`src/verilog/charge_time_pkg.sv`:
```
// Package with register map, field positions and carrier types of the charge time unit
package charge_time_pkg;

   // ==========================================
   // Register byte offsets on the APB
   localparam logic [7:0] OFFS_CONTROL_ONE = 8'h00;
   localparam logic [7:0] OFFS_CONTROL_TWO = 8'h04;
   localparam logic [7:0] OFFS_IRQ_STATUS = 8'h08;
   localparam logic [7:0] OFFS_IRQ_ENABLE = 8'h0C;
   localparam logic [7:0] OFFS_IRQ_CLEAR = 8'h10;

   // ==========================================
   // Control register one field positions
   localparam int BIT_UNIT_ENABLE = 15;
   localparam int BIT_IDLE_STOP = 13;
   localparam int BIT_DELAY_GEN = 12;
   localparam int BIT_EDGE_GATE = 11;
   localparam int BIT_EDGE_ORDER = 10;
   localparam int BIT_SOURCE_GROUND = 9;
   localparam int BIT_TRIGGER_OUT = 8;
   localparam logic [15:0] CONTROL_ONE_MASK = 16'hBF00;
   localparam logic [15:0] CONTROL_ONE_RESET = 16'h0000;

   // ==========================================
   // Control register two field positions
   localparam int BIT_FIRST_SAMPLING = 15;
   localparam int BIT_FIRST_POLARITY = 14;
   localparam int LSB_FIRST_SOURCE = 10;
   localparam int BIT_SECOND_FLAG = 9;
   localparam int BIT_FIRST_FLAG = 8;
   localparam int BIT_SECOND_SAMPLING = 7;
   localparam int BIT_SECOND_POLARITY = 6;
   localparam int LSB_SECOND_SOURCE = 2;
   localparam logic [15:0] CONTROL_TWO_RESET = 16'h0000;

   // ==========================================
   // Edge source select codes, first edge naming
   localparam logic [3:0] SRC_TIMER = 4'h0;
   localparam logic [3:0] SRC_COMPARE = 4'h1;
   localparam logic [3:0] SRC_OTHER_PIN = 4'h2;
   localparam logic [3:0] SRC_OWN_PIN = 4'h3;

   // ==========================================
   // Interrupt events
   localparam int IRQ_COUNT = 2;
   localparam int IRQ_FIRST_EDGE = 0;
   localparam int IRQ_SECOND_EDGE = 1;

   // Per-edge configuration carried to an edge sensor
   typedef struct packed {
      logic sampling;
      logic polarity;
      logic [3:0] source;
   } edge_cfg_t;

   // Control register one decoded
   typedef struct packed {
      logic unitEnable;
      logic idleStop;
      logic delayGen;
      logic edgeGate;
      logic edgeOrder;
      logic sourceGround;
      logic triggerOut;
   } control_one_t;

endpackage

```
`src/verilog/charge_time_edge_control.sv`:
```
// Digital control of the charge time measurement unit with APB register access
//
// The register offsets and the APB interface to the registers are this design's own decisions.
`timescale 1ns/1ps

module charge_time_edge_control (
   input wire logic ref_clk,
   input wire logic rst_n,
   // APB slave
   input wire logic psel,
   input wire logic penable,
   input wire logic pwrite,
   input wire logic [7:0] paddr,
   input wire logic [31:0] pwdata,
   output logic [31:0] prdata,
   output logic pready,
   output logic pslverr,
   // Device state and edge sources
   input wire logic idleMode,
   input wire logic timerEvent,
   input wire logic compareOut,
   input wire logic captureEvent,
   input wire logic comparatorOut,
   input wire logic edge_pin_a,
   input wire logic edge_pin_b,
   // Analog and trigger controls, and the interrupt request
   output logic currentOn,
   output logic sourceGroundOut,
   output logic delayPulse,
   output logic triggerPulse,
   output logic irq
);
   import charge_time_pkg::*;

   // ==========================================
   // Pin synchronisers
   logic [1:0] pinA_q;
   logic [1:0] pinB_q;
   logic [1:0] pinA_d;
   logic [1:0] pinB_d;

   // Two flip-flops per pin before any logic looks at it
   always_comb begin
      pinA_d = {pinA_q[0], edge_pin_a};
      pinB_d = {pinB_q[0], edge_pin_b};
   end

   always_ff @(posedge ref_clk) begin
      if (!rst_n) begin
         pinA_q <= 2'b00;
         pinB_q <= 2'b00;
      end else begin
         pinA_q <= pinA_d;
         pinB_q <= pinB_d;
      end
   end

   // ==========================================
   // APB decode
   function automatic logic regHit(input logic [7:0] addr, input logic [7:0] offs);
      regHit = (addr == offs);
   endfunction

   logic setupPhase;
   logic wrAccess;
   logic mapped;
   logic wrOne;
   logic wrTwo;
   logic wrEnable;
   logic wrClear;

   // Zero-wait slave: writes take effect in the access phase
   always_comb begin
      setupPhase = psel & ~penable;
      wrAccess = psel & penable & pwrite;
      mapped = 1'b0;
      if (regHit(paddr, OFFS_CONTROL_ONE)) begin
         mapped = 1'b1;
      end else if (regHit(paddr, OFFS_CONTROL_TWO)) begin
         mapped = 1'b1;
      end else if (regHit(paddr, OFFS_IRQ_STATUS)) begin
         mapped = 1'b1;
      end else if (regHit(paddr, OFFS_IRQ_ENABLE)) begin
         mapped = 1'b1;
      end else if (regHit(paddr, OFFS_IRQ_CLEAR)) begin
         mapped = 1'b1;
      end
      wrOne = wrAccess & regHit(paddr, OFFS_CONTROL_ONE);
      wrTwo = wrAccess & regHit(paddr, OFFS_CONTROL_TWO);
      wrEnable = wrAccess & regHit(paddr, OFFS_IRQ_ENABLE);
      wrClear = wrAccess & regHit(paddr, OFFS_IRQ_CLEAR);
   end

   assign pready = 1'b1;
   assign pslverr = psel & penable & ~mapped;

   // ==========================================
   // Control registers
   logic [15:0] ctrlOne_q;
   logic [15:0] ctrlOne_d;
   logic [15:0] ctrlTwo_q;
   logic [15:0] ctrlTwo_d;
   control_one_t ctl;
   edge_cfg_t firstCfg;
   edge_cfg_t secondCfg;
   logic firstFlag_q;
   logic firstFlag_d;
   logic secondFlag_q;
   logic secondFlag_d;
   logic unitActive;
   logic firstHit;
   logic secondHit;
   logic firstSet;
   logic secondSet;

   // Only implemented bits are stored so unimplemented ones read zero
   always_comb begin
      ctrlOne_d = ctrlOne_q;
      ctrlTwo_d = ctrlTwo_q;
      if (wrOne) begin
         ctrlOne_d = pwdata[15:0] & CONTROL_ONE_MASK;
      end
      if (wrTwo) begin
         ctrlTwo_d = {pwdata[15:10], 2'b00, pwdata[7:2], 2'b00};
      end
   end

   always_comb begin
      ctl.unitEnable = ctrlOne_q[BIT_UNIT_ENABLE];
      ctl.idleStop = ctrlOne_q[BIT_IDLE_STOP];
      ctl.delayGen = ctrlOne_q[BIT_DELAY_GEN];
      ctl.edgeGate = ctrlOne_q[BIT_EDGE_GATE];
      ctl.edgeOrder = ctrlOne_q[BIT_EDGE_ORDER];
      ctl.sourceGround = ctrlOne_q[BIT_SOURCE_GROUND];
      ctl.triggerOut = ctrlOne_q[BIT_TRIGGER_OUT];
      firstCfg.sampling = ctrlTwo_q[BIT_FIRST_SAMPLING];
      firstCfg.polarity = ctrlTwo_q[BIT_FIRST_POLARITY];
      firstCfg.source = ctrlTwo_q[LSB_FIRST_SOURCE+:4];
      secondCfg.sampling = ctrlTwo_q[BIT_SECOND_SAMPLING];
      secondCfg.polarity = ctrlTwo_q[BIT_SECOND_POLARITY];
      secondCfg.source = ctrlTwo_q[LSB_SECOND_SOURCE+:4];
   end

   // Unit runs when enabled and not stopped by Idle mode
   always_comb begin
      unitActive = ctl.unitEnable & ~(ctl.idleStop & idleMode);
   end

   // ==========================================
   // Edge sensors, four sources each
   edge_sense firstSense (
      .ref_clk(ref_clk),
      .rst_n(rst_n),
      .srcIn({pinA_q[1], pinB_q[1], compareOut, timerEvent}),
      .cfg(firstCfg),
      .hit(firstHit)
   );

   edge_sense secondSense (
      .ref_clk(ref_clk),
      .rst_n(rst_n),
      .srcIn({pinB_q[1], pinA_q[1], comparatorOut, captureEvent}),
      .cfg(secondCfg),
      .hit(secondHit)
   );

   // ==========================================
   // Edge flags: hardware set wins over a software write of zero
   always_comb begin
      firstSet = unitActive & ctl.edgeGate & firstHit & ~firstFlag_q;
      secondSet = unitActive & ctl.edgeGate & secondHit & ~secondFlag_q
         & (~ctl.edgeOrder | firstFlag_q);
      firstFlag_d = wrTwo ? pwdata[BIT_FIRST_FLAG] : firstFlag_q;
      secondFlag_d = wrTwo ? pwdata[BIT_SECOND_FLAG] : secondFlag_q;
      if (firstSet) begin
         firstFlag_d = 1'b1;
      end
      if (secondSet) begin
         secondFlag_d = 1'b1;
      end
   end

   // ==========================================
   // Analog and trigger outputs
   logic currentOn_d;
   logic ground_d;
   logic delay_d;
   logic trig_d;
   logic currentOn_q;
   logic ground_q;
   logic delay_q;
   logic trig_q;

   always_comb begin
      currentOn_d = unitActive & ctl.edgeGate & firstFlag_d & ~secondFlag_d;
      ground_d = ctl.unitEnable & ctl.sourceGround;
      delay_d = ctl.delayGen & currentOn_d;
      trig_d = ctl.triggerOut & unitActive & secondSet;
   end

   always_ff @(posedge ref_clk) begin
      if (!rst_n) begin
         ctrlOne_q <= CONTROL_ONE_RESET;
         ctrlTwo_q <= CONTROL_TWO_RESET;
         firstFlag_q <= 1'b0;
         secondFlag_q <= 1'b0;
         currentOn_q <= 1'b0;
         ground_q <= 1'b0;
         delay_q <= 1'b0;
         trig_q <= 1'b0;
      end else begin
         ctrlOne_q <= ctrlOne_d;
         ctrlTwo_q <= ctrlTwo_d;
         firstFlag_q <= firstFlag_d;
         secondFlag_q <= secondFlag_d;
         currentOn_q <= currentOn_d;
         ground_q <= ground_d;
         delay_q <= delay_d;
         trig_q <= trig_d;
      end
   end

   assign currentOn = currentOn_q;
   assign sourceGroundOut = ground_q;
   assign delayPulse = delay_q;
   assign triggerPulse = trig_q;

   // ==========================================
   // Interrupts
   logic [IRQ_COUNT-1:0] irqStatus;
   logic [IRQ_COUNT-1:0] irqEnable;
   logic [IRQ_COUNT-1:0] irqEvents;

   always_comb begin
      irqEvents = '0;
      irqEvents[IRQ_FIRST_EDGE] = firstSet;
      irqEvents[IRQ_SECOND_EDGE] = secondSet;
   end

   irq_block #(
      .N(IRQ_COUNT)
   ) irqUnit (
      .ref_clk(ref_clk),
      .rst_n(rst_n),
      .event_in(irqEvents),
      .enableWr(wrEnable),
      .clearWr(wrClear),
      .wrData(pwdata[IRQ_COUNT-1:0]),
      .status(irqStatus),
      .enable(irqEnable),
      .irq(irq)
   );

   // ==========================================
   // Read data captured in the setup phase
   logic [31:0] rdata_q;
   logic [31:0] rdata_d;

   always_comb begin
      rdata_d = rdata_q;
      if (setupPhase & ~pwrite) begin
         rdata_d = 32'h0000_0000;
         if (regHit(paddr, OFFS_CONTROL_ONE)) begin
            rdata_d[15:0] = ctrlOne_q;
         end else if (regHit(paddr, OFFS_CONTROL_TWO)) begin
            rdata_d[15:0] = ctrlTwo_q;
            rdata_d[BIT_FIRST_FLAG] = firstFlag_q;
            rdata_d[BIT_SECOND_FLAG] = secondFlag_q;
         end else if (regHit(paddr, OFFS_IRQ_STATUS)) begin
            rdata_d[IRQ_COUNT-1:0] = irqStatus;
         end else if (regHit(paddr, OFFS_IRQ_ENABLE)) begin
            rdata_d[IRQ_COUNT-1:0] = irqEnable;
         end
      end
   end

   always_ff @(posedge ref_clk) begin
      if (!rst_n) begin
         rdata_q <= 32'h0000_0000;
      end else begin
         rdata_q <= rdata_d;
      end
   end

   assign prdata = rdata_q;

endmodule

```
`src/verilog/edge_sense.sv`:
```
// Edge sensor: source select, polarity and edge or level sampling for one edge input
`timescale 1ns/1ps
module edge_sense (
   input wire logic ref_clk,
   input wire logic rst_n,
   input wire logic [3:0] srcIn,
   input charge_time_pkg::edge_cfg_t cfg,
   output logic hit
);
   import charge_time_pkg::*;

   logic prev_q;
   logic prev_d;
   logic selected;
   logic srcValid;

   // Select one of four sources; reserved codes select nothing
   always_comb begin
      selected = 1'b0;
      srcValid = (cfg.source[3:2] == 2'b00);
      if (srcValid) begin
         selected = srcIn[cfg.source[1:0]];
      end
      prev_d = selected;
   end

   always_ff @(posedge ref_clk) begin
      if (!rst_n) begin
         prev_q <= 1'b0;
      end else begin
         prev_q <= prev_d;
      end
   end

   // Edge mode looks for the chosen transition, level mode for the chosen level
   // A reserved source never hits, even in negative level mode
   always_comb begin
      if (!srcValid) begin
         hit = 1'b0;
      end else if (cfg.sampling) begin
         hit = cfg.polarity ? (selected & ~prev_q) : (~selected & prev_q);
      end else begin
         hit = cfg.polarity ? selected : ~selected;
      end
   end

endmodule

```
`src/verilog/irq_block.sv`:
```
// Sticky interrupt status with enable and write-one-to-clear register
`timescale 1ns/1ps
module irq_block #(
   parameter int N = 2
) (
   input wire logic ref_clk,
   input wire logic rst_n,
   input wire logic [N-1:0] event_in,
   input wire logic enableWr,
   input wire logic clearWr,
   input wire logic [N-1:0] wrData,
   output logic [N-1:0] status,
   output logic [N-1:0] enable,
   output logic irq
);
   logic [N-1:0] status_q;
   logic [N-1:0] status_d;
   logic [N-1:0] enable_q;
   logic [N-1:0] enable_d;
   logic irq_q;
   logic irq_d;

   // Set wins over a clear in the same cycle
   always_comb begin
      status_d = status_q;
      if (clearWr) begin
         status_d = status_q & ~wrData;
      end
      status_d = status_d | event_in;
      enable_d = enableWr ? wrData : enable_q;
      irq_d = |(status_d & enable_d);
   end

   always_ff @(posedge ref_clk) begin
      if (!rst_n) begin
         status_q <= '0;
         enable_q <= '0;
         irq_q <= 1'b0;
      end else begin
         status_q <= status_d;
         enable_q <= enable_d;
         irq_q <= irq_d;
      end
   end

   assign status = status_q;
   assign enable = enable_q;
   assign irq = irq_q;

endmodule
```
`config.mk`:
```
export PLATFORM = sky130hd
export DESIGN_NAME = charge_time_edge_control
export DESIGN_NICKNAME = d
export VERILOG_FILES = /design/src/verilog/charge_time_pkg.sv /design/src/verilog/charge_time_edge_control.sv /design/src/verilog/edge_sense.sv /design/src/verilog/irq_block.sv
export SDC_FILE = /design/constraint.sdc
export NUM_CORES = 1
export LEC_CHECK = 0
export BUFFER_PORTS_ARGS = -buffer_cell sky130_fd_sc_hd__buf_2
export CORE_MARGIN = 1
export CORE_UTILIZATION = 44
export DETAILED_ROUTE_END_ITERATION = 8
export PLACE_DENSITY = 0.82
export REMOVE_ABC_BUFFERS = 1
export SETUP_SLACK_MARGIN = 0.1
export SLEW_MARGIN = 20
export SYNTH_ARGS = -nofsm -noshare
export SYNTH_HDL_FRONTEND = slang
export SYNTH_HIERARCHICAL = 1
export SYNTH_SLANG_ARGS = --single-unit
```
`constraint.sdc`:
```
create_clock -name ref_clk -period 2.55 [get_ports ref_clk]
set_input_delay 0.1275 -clock ref_clk [delete_from_list [all_inputs] [get_ports ref_clk]]
set_output_delay 0.1275 -clock ref_clk [all_outputs]
set_load 0.005 [all_outputs]
```
==> implementation parameters, run 1 <==
Parameter                              Value

Outcome
  Outcome ... complete, no violations

STA
  Min cycle time layout ... 2.31 ns
  Pins over their slew limit ... 0
  Smallest setup slack after layout ... 0.235 ns
  Endpoints failing setup ... 0
  Fmax ... 432 MHz
  Transition time of the tightest slew-check pin ... 0.539 ns
  Final Cycle Share ... 0.908
  Final-report hold violation count ... 0
  RSZ-0062 raised after global routing ... false
  Setup clock skew after layout ... 0.00638 ns
  Rel. slew slack ... 0.641

Yosys
  Dominant synthesized flop cell ... sky130_fd_sc_hd__dfxtp_1
  Top area cells in the synthesized netlist ... sky130_fd_sc_hd__dfxtp_1 44%, sky130_fd_sc_hd__mux2i_1 11%, sky130_fd_sc_hd__nor2b_1 7.3%, sky130_fd_sc_hd__buf_4 5.3%, sky130_fd_sc_hd__and2_1 2.9%
  Top cell type's share of synthesized area ... 0.436
  Cell accounting for the most synthesized area ... sky130_fd_sc_hd__dfxtp_1
  Proportion of synthesized chip area in sequential cells ... 0.436
  Post-synthesis cell area ... 2390 um^2
  Avg Cell Area, Syn ... 9.99 um^2
  Fraction of registers with async set or reset after synthesis ... 0
  Warnings, synthesis ... 6
  Cell count after synthesis ... 239
  Synthesis-stage register bit count ... 52
  Number of synthesized flops with an enable pin ... 0
  Synth unique cells ... 42

Placement
  Number of placed cells counting well taps ... 361
  Routability-driven placement congestion ratio ... 0.738
  Number of port buffers ... 57
  Cell area after placement ... 2700 um^2
  Half-perimeter wire length after detailed placement ... 3.51 mm
  Pre-CTS setup slack ... -0.0184 ns

Cells and area
  Commonest cells after routing, fill and taps aside ... 57 x sky130_fd_sc_hd__buf_2, 50 x sky130_fd_sc_hd__dfxtp_1, 28 x sky130_fd_sc_hd__nor2b_1
  Finished Cell Area ... 2830 um^2
  Final net count ... 351
  Multi-input combinational cell area ... 1260 um^2
  Number of antenna diodes ... 0
  Sequential cell area ... 1040 um^2
  Ratio of cells with drive above 1 in the final layout ... 0.308
  Leading cell type in the layout, fill and taps excluded ... sky130_fd_sc_hd__buf_2
  Final instance count without filler cells ... 369
  Area added between synthesis and finish ... 18.6%
  Layout filler cell count ... 482

Clock network
  TritonCTS buffer count ... 5
  Clock transition at path regs ... 0.08 ns
  Clock tree from TritonCTS ... yes
  Clock Latency Late Sink ... 0.30 ns
  H-Tree Depth ... 2
  Clock root cell ... sky130_fd_sc_hd__clkbuf_8
  TritonCTS sink count ... 52
  Worst-case clock buffer depth ... 2

Die
  Number of rows in the core area ... 26
  Top-Level Pins ... 91
  Starting density of the core ... 0.462
  Vertical die dimension ... 75.7 um
  Area inside the core boundary ... 5170 um^2
  Die footprint ... 5730 um^2
  Die extent in x ... 75.7 um

Worst hold path
  Worst min-delay path category ... primary input to flip-flop

Pwr
  Max rail drop VDD ... 0.288 mV
  Proportion of power drawn by combinational gates ... 0.075
  Net switching power figure ... 0.304 mW
  Sw Ratio ... 0.224
  Leakage component of the power ... 1.25 nW
  Post-route total power ... 1.35 mW
  Power density over the cells ... 477 nW/um^2
  Reg power frac ... 0.604
  Portion of total power attributed to the clock network ... 0.321
  Internal ... 1.05 mW

Run
  Max-Cap Viols ... 0

Drt
  Wire length reported by the detailed router ... 4.86 mm
  Number of DRC violations after detailed routing ... 0
  Remaining antenna violation count ... 0
  Routed length per instance ... 13.2 um
  Initial drt markers ... 55
  Count of TritonRoute iterations in the first routing pass ... 4
  Vias per Instance ... 4.87
  Vias ... 1797

Setup path
  Critical path class ... flip-flop to flip-flop
  Arr. time, crit path ... 2.51 ns
  Crit end category ... flip-flop
  Data required time at the worst endpoint ... 2.75 ns
  Kind of launch point of the worst setup path ... flip-flop
  Largest fanout of any net on the critical path ... 3

Global route
  Sum of overflow across all layers after global routing ... 0
  Global-route wire length before repair ... 7.20 mm
  Number of antenna violations at the first check in global routing ... 0
  Overall track demand over capacity in global routing ... 0.171
  Largest net degree at the start of global routing ... 39
  Number of global-route vias before repair ... 1539
-- timing repair --
action                     4_1_cts  5_1_grt
setup buffers                    1        0
pin swaps                        1        5
gates resized for setup          6        3
hold buffers                     0        0
setup endpoints to repair        4        4
-- synth_stat cells (3+ instances only) --
cell	n
sky130_fd_sc_hd__buf_4	17
sky130_fd_sc_hd__buf_2	3
sky130_fd_sc_hd__a21oi_1	4
sky130_fd_sc_hd__nor2b_1	28
sky130_fd_sc_hd__dfxtp_1	52
sky130_fd_sc_hd__nor2_1	9
sky130_fd_sc_hd__clkbuf_1	6
sky130_fd_sc_hd__mux2i_1	27
sky130_fd_sc_hd__and3_1	3
sky130_fd_sc_hd__and4_1	3
sky130_fd_sc_hd__inv_1	5
sky130_fd_sc_hd__nand2_1	16
sky130_fd_sc_hd__o21ai_0	7
sky130_fd_sc_hd__a22oi_1	7
sky130_fd_sc_hd__and2_1	11
-- kinds of logic after synthesis --
family / Yosys count / share of synthesized area
other: 2 / 0.00314
buffers and inverters: 32 / 0.0786
and+or+nand+nor: 89 / 0.228
DFF: 52 / 0.436
xor gates and xnor gates: 4 / 0.0147
AOI/OAI and AO/OA: 28 / 0.0917
muxes: 32 / 0.148
-- state kept, by name, summed over array words and instances (netlist names) --
register / count
delayPulse: 1
currentOn: 1
pinB_q: 2
secondFlag_q: 1
firstFlag_q: 1
prdata: 16
ctrlOne_q: 7
irqUnit/irq: 1
secondSense/prev_q: 1
firstSense/prev_q: 1
ctrlTwo_q: 12
irqUnit/enable: 2
irqUnit/status: 2
pinA_q: 2
sourceGroundOut: 1
triggerPulse: 1
-- path summary, 6_finish.rpt --
check                                  start    endpoint  slack [ns]  depth (start not counted)
worst max register to register  ctrlTwo_q[2]  delayPulse        0.24                          8
worst min register to register     pinA_q[0]   pinA_q[1]        0.44                          1
worst max-delay path            ctrlTwo_q[2]  delayPulse        0.24                          8
worst min-delay path              edge_pin_b   pinB_q[0]        0.03                          2
-- critical path, cell delays in order, from the launching register on --
cell	delay, ns
sky130_fd_sc_hd__dfxtp_2	0.36
sky130_fd_sc_hd__mux4_2	0.55
sky130_fd_sc_hd__xnor2_1	0.16
sky130_fd_sc_hd__a2111oi_2	0.35
sky130_fd_sc_hd__nand2b_1	0.16
sky130_fd_sc_hd__a2111oi_4	0.22
sky130_fd_sc_hd__buf_4	0.18
sky130_fd_sc_hd__a221oi_2	0.04
sky130_fd_sc_hd__and4_1	0.20
-- final cells by class --
class                           instances  area share
Multi-Input combinational cell        170       0.445
Sequential cell                        52       0.368
Clock inverter                          1     0.00177
Clock buffer                            6      0.0256
Timing Repair Buffer                   65       0.122
Tap cell                               70      0.0309
Inverter                                5     0.00662
-- stage by stage --
step | setup TNS (ns) | util | hold WS (ns)
final | 0 | 0.548 | 0.0336
after global routing | 0 | 0.548 | 0.0322
after CTS | 0 | 0.542 | 0.0189
after detailed placement | -0.0220 | 0.522 | 0.337
after global placement | 0 | 0.522 | 0.333
after floorplan | 0 | - | 0.249
-- per-layer routing --
metal,up-vias,part of all wire,track usage
li1,910,-,-
met1,813,0.46,0.215
met2,70,0.47,0.287
met3,4,0.068,0.0489
met4,0,0.0078,0.0494
met5,-,0,0
-- power groups by stage --
stage | Combinational, mW | Sequential [mW] | Clock, mW
2_1_floorplan | 0.0432 | 0.836 | 0
5_1_grt | 0.112 | 0.819 | 0.487
3_5_place_dp | 0.0977 | 0.837 | 0
4_1_cts | 0.0989 | 0.818 | 0.454
6_report | 0.101 | 0.817 | 0.434
3_3_place_gp | 0.0965 | 0.837 | 0
Power figures use the tool's default switching activity.
==> run 2: changes to the inputs <==
--- a/config.mk
+++ b/config.mk
@@ -7,9 +7,9 @@
 export LEC_CHECK = 0
 export BUFFER_PORTS_ARGS = -buffer_cell sky130_fd_sc_hd__buf_2
 export CORE_MARGIN = 1
-export CORE_UTILIZATION = 44
+export CORE_UTILIZATION = 47
 export DETAILED_ROUTE_END_ITERATION = 8
-export PLACE_DENSITY = 0.82
+export PLACE_DENSITY = 0.83
 export REMOVE_ABC_BUFFERS = 1
 export SETUP_SLACK_MARGIN = 0.1
 export SLEW_MARGIN = 20
==> constraint.sdc (replaced) <==
create_clock -name ref_clk -period 2.8 [get_ports ref_clk]
set_input_delay 0.14 -clock ref_clk [delete_from_list [all_inputs] [get_ports ref_clk]]
set_output_delay 0.14 -clock ref_clk [all_outputs]
set_load 0.005 [all_outputs]
==> implementation parameters, run 2 (same netlist as run 1, synthesis figures left out) <==
Parameter                              Value

Pwr
  Leakage component of the power ... 1.23 nW
  Max rail drop VDD ... 0.315 mV
  Post-route total power ... 1.27 mW
  Power density over the cells ... 460 nW/um^2

Cells and area
  Final instance count without filler cells ... 362
  Commonest cells after routing, fill and taps aside ... 57 x sky130_fd_sc_hd__buf_2, 52 x sky130_fd_sc_hd__dfxtp_1, 28 x sky130_fd_sc_hd__nor2b_1
  Leading cell type in the layout, fill and taps excluded ... sky130_fd_sc_hd__buf_2
  Final Util ... 0.575
  Finished Cell Area ... 2770 um^2
  Area added between synthesis and finish ... 15.9%
  Ratio of cells with drive above 1 in the final layout ... 0.285
  Number of antenna diodes ... 0
  Max reg flops ... 16
  Layout filler cell count ... 425
  Final net count ... 346

Drt
  Number of DRC violations after detailed routing ... 0
  Wire length reported by the detailed router ... 4.73 mm
  Vias ... 1824
  Vias per Instance ... 5.04
  Count of TritonRoute iterations in the first routing pass ... 4
  Initial drt markers ... 55
  Remaining antenna violation count ... 0
  Routed length per instance ... 13.1 um

Clock network
  Worst-case clock buffer depth ... 2
  H-Tree Depth ... 2
  Clock tree from TritonCTS ... yes
  Clock transition at path regs ... 0.09 ns
  Clock root cell ... sky130_fd_sc_hd__clkbuf_8
  Clock Latency Late Sink ... 0.30 ns
  Post-CTS setup buffer count ... 0
  TritonCTS buffer count ... 5
  TritonCTS sink count ... 52

Global route
  Sum of overflow across all layers after global routing ... 0
  Number of antenna violations at the first check in global routing ... 0
  Number of global-route vias before repair ... 1692
  Overall track demand over capacity in global routing ... 0.189
  Largest net degree at the start of global routing ... 48
  Global-route wire length before repair ... 7.66 mm

Setup path
  Critical path class ... flip-flop to flip-flop
  Arr. time, crit path ... 2.70 ns
  Kind of launch point of the worst setup path ... flip-flop
  Largest fanout of any net on the critical path ... 3
  Worst-path cell with the longest stage delay ... sky130_fd_sc_hd__mux4_2
  Data required time at the worst endpoint ... 3.00 ns
  Worst Reg-to-Reg Cells ... 8
  Max stage delay on crit path ... 0.58 ns
  Crit end category ... flip-flop
  Crit-path cells ... mux4_2 -> xnor2_1 -> a2111oi_2 -> nand2b_1 -> a2111oi_0 -> buf_4 -> a221oi_2 -> and4_1

Placement
  Number of placed cells counting well taps ... 354
  Pre-CTS setup slack ... 0.243 ns
  Cell area after placement ... 2670 um^2
  Half-perimeter wire length after detailed placement ... 3.45 mm
  Routability-driven placement congestion ratio ... 0.739
  Number of port buffers ... 57

Worst hold path
  Worst min-delay path category ... primary input to flip-flop
  Hold Path Cell Cnt ... 2

Run
  Max-Cap Viols ... 0

Die
  Die footprint ... 5370 um^2
  Starting density of the core ... 0.496
  Die extent in x ... 73.3 um
  Top-Level Pins ... 91
  Number of rows in the core area ... 25
  Area inside the core boundary ... 4820 um^2
  Vertical die dimension ... 73.3 um

STA
  Rel. slew slack ... 0.511
  Worst hold slack after final layout ... 0.0362 ns
  Endpoints failing setup ... 0
  Pins over their slew limit ... 0
  Min cycle time layout ... 2.50 ns
  Smallest setup slack after layout ... 0.304 ns
  Final-report hold violation count ... 0
  Final Cycle Share ... 0.892
  Final setup TNS ... 0 ns
  Fmax ... 401 MHz
  Transition time of the tightest slew-check pin ... 0.727 ns
  RSZ-0062 raised after global routing ... false
  Setup clock skew after layout ... 0.00719 ns

Outcome
  Outcome ... complete, no violations
run 2: cell types whose count changed in the layout (fill, tap and decap cells not counted), moves of 2 or more:
cell / delta
sky130_fd_sc_hd__buf_4: -5
sky130_fd_sc_hd__a2111oi_4: -2
sky130_fd_sc_hd__dfxtp_1: +2
sky130_fd_sc_hd__dfxtp_2: -2
run 2: critical path: cells and delay by family (launching register included):
family / cells / cell delay (ns)
flops: 1 / 0.39
compound gates: 3 / 0.76
mux: 1 / 0.58
simple gates: 2 / 0.29
xor+xnor: 1 / 0.16
buf+inv: 1 / 0.20
run 2: power breakdown:
group	switching, mW	internal, mW
combinational	0.0474	0.0401
sequential	0.00183	0.743
clock	0.238	0.201
run 2: repair_timing:
item	CTS	global route
endpoints found under the setup margin	0	2
hold buffers	0	0
gates resized for setup	0	2
run 2: layout make-up:
cell class | count | area, um^2 | area share
clock buffer | 7 | 86.3 | 0.0312
clock inverter | 1 | 7.51 | 0.00271
inverter | 5 | 18.8 | 0.00678
multi-input combinational | 170 | 1220 | 0.442
sequential | 52 | 1040 | 0.376
tap | 67 | 83.8 | 0.0303
timing repair buffer | 60 | 308 | 0.111
run 2: worst paths after layout:
kind,startpoint,to,slack (ns)
setup / recovery,ctrlTwo_q[2],delayPulse,0.30
hold / removal,edge_pin_a,pinA_q[0],0.04
setup reg to reg,ctrlTwo_q[2],delayPulse,0.30
hold reg to reg,pinB_q[0],pinB_q[1],0.44
run 2: per-layer routing:
layer	vias up	global-route usage	wire length (um)
met3	11	0.0439	261
met4	0	0.0791	89
li1	908	-	-
met1	839	0.226	2100
met5	-	0	0
met2	66	0.325	2280
==> run 3: changes to the inputs <==
--- a/config.mk
+++ b/config.mk
@@ -9,6 +9,7 @@
 export CORE_MARGIN = 1
 export CORE_UTILIZATION = 47
 export DETAILED_ROUTE_END_ITERATION = 8
+export GPL_TIMING_DRIVEN = 0
 export PLACE_DENSITY = 0.83
 export REMOVE_ABC_BUFFERS = 1
 export SETUP_SLACK_MARGIN = 0.1
==> implementation parameters, run 3 (same netlist as run 1, synthesis figures left out) <==
Parameter                              Value

Die
  Die extent in x ... 73.3 um
  Starting density of the core ... 0.496
  Top-Level Pins ... 91
  Number of rows in the core area ... 25
  Die footprint ... 5370 um^2
  Vertical die dimension ... 73.3 um
  Area inside the core boundary ... 4820 um^2

Run
  Max-Cap Viols ... 0

Drt
  Wire length reported by the detailed router ... 4.77 mm
  Count of TritonRoute iterations in the first routing pass ... 4
  Vias ... 1826
  Vias per Instance ... 5.09
  Number of DRC violations after detailed routing ... 0
  Remaining antenna violation count ... 0
  Routed length per instance ... 13.3 um
  Initial drt markers ... 74

Worst hold path
  Worst min-delay path category ... primary input to flip-flop

Cells and area
  Final Util ... 0.571
  Max reg flops ... 16
  Number of antenna diodes ... 0
  Ratio of cells with drive above 1 in the final layout ... 0.284
  Layout filler cell count ... 437
  Leading cell type in the layout, fill and taps excluded ... sky130_fd_sc_hd__buf_2
  Final net count ... 343
  Commonest cells after routing, fill and taps aside ... 57 x sky130_fd_sc_hd__buf_2, 52 x sky130_fd_sc_hd__dfxtp_1, 28 x sky130_fd_sc_hd__nor2b_1
  Area added between synthesis and finish ... 15.1%
  Finished Cell Area ... 2750 um^2

Global route
  Sum of overflow across all layers after global routing ... 0
  Overall track demand over capacity in global routing ... 0.186
  Number of global-route vias before repair ... 1680
  Global-route wire length before repair ... 7.60 mm
  Largest net degree at the start of global routing ... 48
  Number of antenna violations at the first check in global routing ... 0

Clock network
  Clock tree from TritonCTS ... yes
  TritonCTS buffer count ... 5
  Post-cts hold buffer count ... 0
  Clock root cell ... sky130_fd_sc_hd__clkbuf_8
  H-Tree Depth ... 2
  Clock transition at path regs ... 0.09 ns
  Worst-case clock buffer depth ... 2
  Clock Latency Late Sink ... 0.30 ns
  TritonCTS sink count ... 52

Setup path
  Start point of the critical path ... ctrlTwo_q[10]
  Crit end category ... flip-flop
  Data required time at the worst endpoint ... 3.05 ns
  Arr. time, crit path ... 2.77 ns
  Crit-path cells ... mux4_2 -> xnor2_1 -> a2111oi_2 -> inv_1 -> a2111oi_2 -> o31a_1 -> and4_1
  Reg-to-reg critical path startpoint ... ctrlTwo_q[10]
  Reg-to-reg slack, setup ... 0.28 ns
  Cell occurring most often along the worst timing path ... sky130_fd_sc_hd__a2111oi_2
  Max stage delay on crit path ... 0.57 ns
  Termination of the worst setup path ... delayPulse
  Endpoint of the most critical register-to-register path ... delayPulse
  Largest fanout of any net on the critical path ... 3
  Worst-path cell with the longest stage delay ... sky130_fd_sc_hd__mux4_2
  Worst Reg-to-Reg Cells ... 7
  Critical path class ... flip-flop to flip-flop
  Kind of launch point of the worst setup path ... flip-flop

Pwr
  Leakage component of the power ... 1.22 nW
  Max rail drop VDD ... 0.371 mV
  Power density over the cells ... 459 nW/um^2

Placement
  Number of port buffers ... 57
  Pre-CTS setup slack ... -0.125 ns
  Half-perimeter wire length after detailed placement ... 3.48 mm
  Routability-driven placement congestion ratio ... 0.727
  Cell area after placement ... 2650 um^2

STA
  Endpoints failing setup ... 0
  RSZ-0062 raised after global routing ... false
  Min cycle time layout ... 2.52 ns
  Pins over their slew limit ... 0
  Rel. slew slack ... 0.471
  Smallest setup slack after layout ... 0.277 ns
  Final-report hold violation count ... 0
  Final Cycle Share ... 0.901
  Setup clock skew after layout ... 0.00958 ns
  Transition time of the tightest slew-check pin ... 0.793 ns
  Fmax ... 396 MHz

Outcome
  Outcome ... complete, no violations
run 3: area by class of cell:
| cell class | count | area, um^2 | share of cell area |
|---|---|---|---|
| sequential | 52 | 1040 | 0.379 |
| timing repair buffer | 57 | 285 | 0.104 |
| clock buffer | 6 | 82.6 | 0.0300 |
| tap | 67 | 83.8 | 0.0305 |
| multi-input combinational | 170 | 1230 | 0.447 |
| inverter | 5 | 18.8 | 0.00682 |
| clock inverter | 2 | 10.0 | 0.00364 |
run 3: repair_timing:
action	CTS	global route
resized for setup	4	0
setup endpoints to repair	7	0
setup buffers	0	0
endpoints found under the hold margin	0	0
run 3: how the worst min path moves through the flow:
stage               slack (ns)  cells past startpoint   endpoint        from
floorplan                 0.26                      1  pinA_q[0]       rst_n
global placement          0.34                      2  pinA_q[0]  edge_pin_a
detailed placement        0.35                      2  pinA_q[0]  edge_pin_a
CTS                       0.03                      2  pinA_q[0]  edge_pin_a
global route              0.04                      2  pinA_q[0]  edge_pin_a
finish                    0.04                      2  pinA_q[0]  edge_pin_a
run 3: metal layers:
metal  wire [um]  vias up  global-route usage
met5           0        -                   0
met1        2140      853               0.230
li1            -      902                   -
met4          62        0              0.0577
met2        2330       64               0.330
met3         230        7              0.0302
run 3: worst max-delay path: cells and delay by family (launching register included):
family	cells	cell delay, ns
compound gates	3	1.06
flops	1	0.38
buf+inv	1	0.10
mux	1	0.57
simple gates	1	0.20
xor+xnor	1	0.16
run 3: stage by stage:
stage                     TNS, ns  hold slack (ns)  std cells  power (mW)
after global routing            0           0.0420        359        1.32
final                           0           0.0415        359        1.26
after global placement     -0.276            0.345        351       0.847
after floorplan                 0            0.262        227       0.801
after CTS                       0           0.0350        359        1.27
after detailed placement   -0.282            0.350        351       0.849
run 3: power by group:
| group | internal [mW] | total [mW] | switching [mW] |
|---|---|---|---|
| combinational | 0.0401 | 0.0887 | 0.0486 |
| clock | 0.198 | 0.429 | 0.232 |
| sequential | 0.743 | 0.745 | 0.00163 |
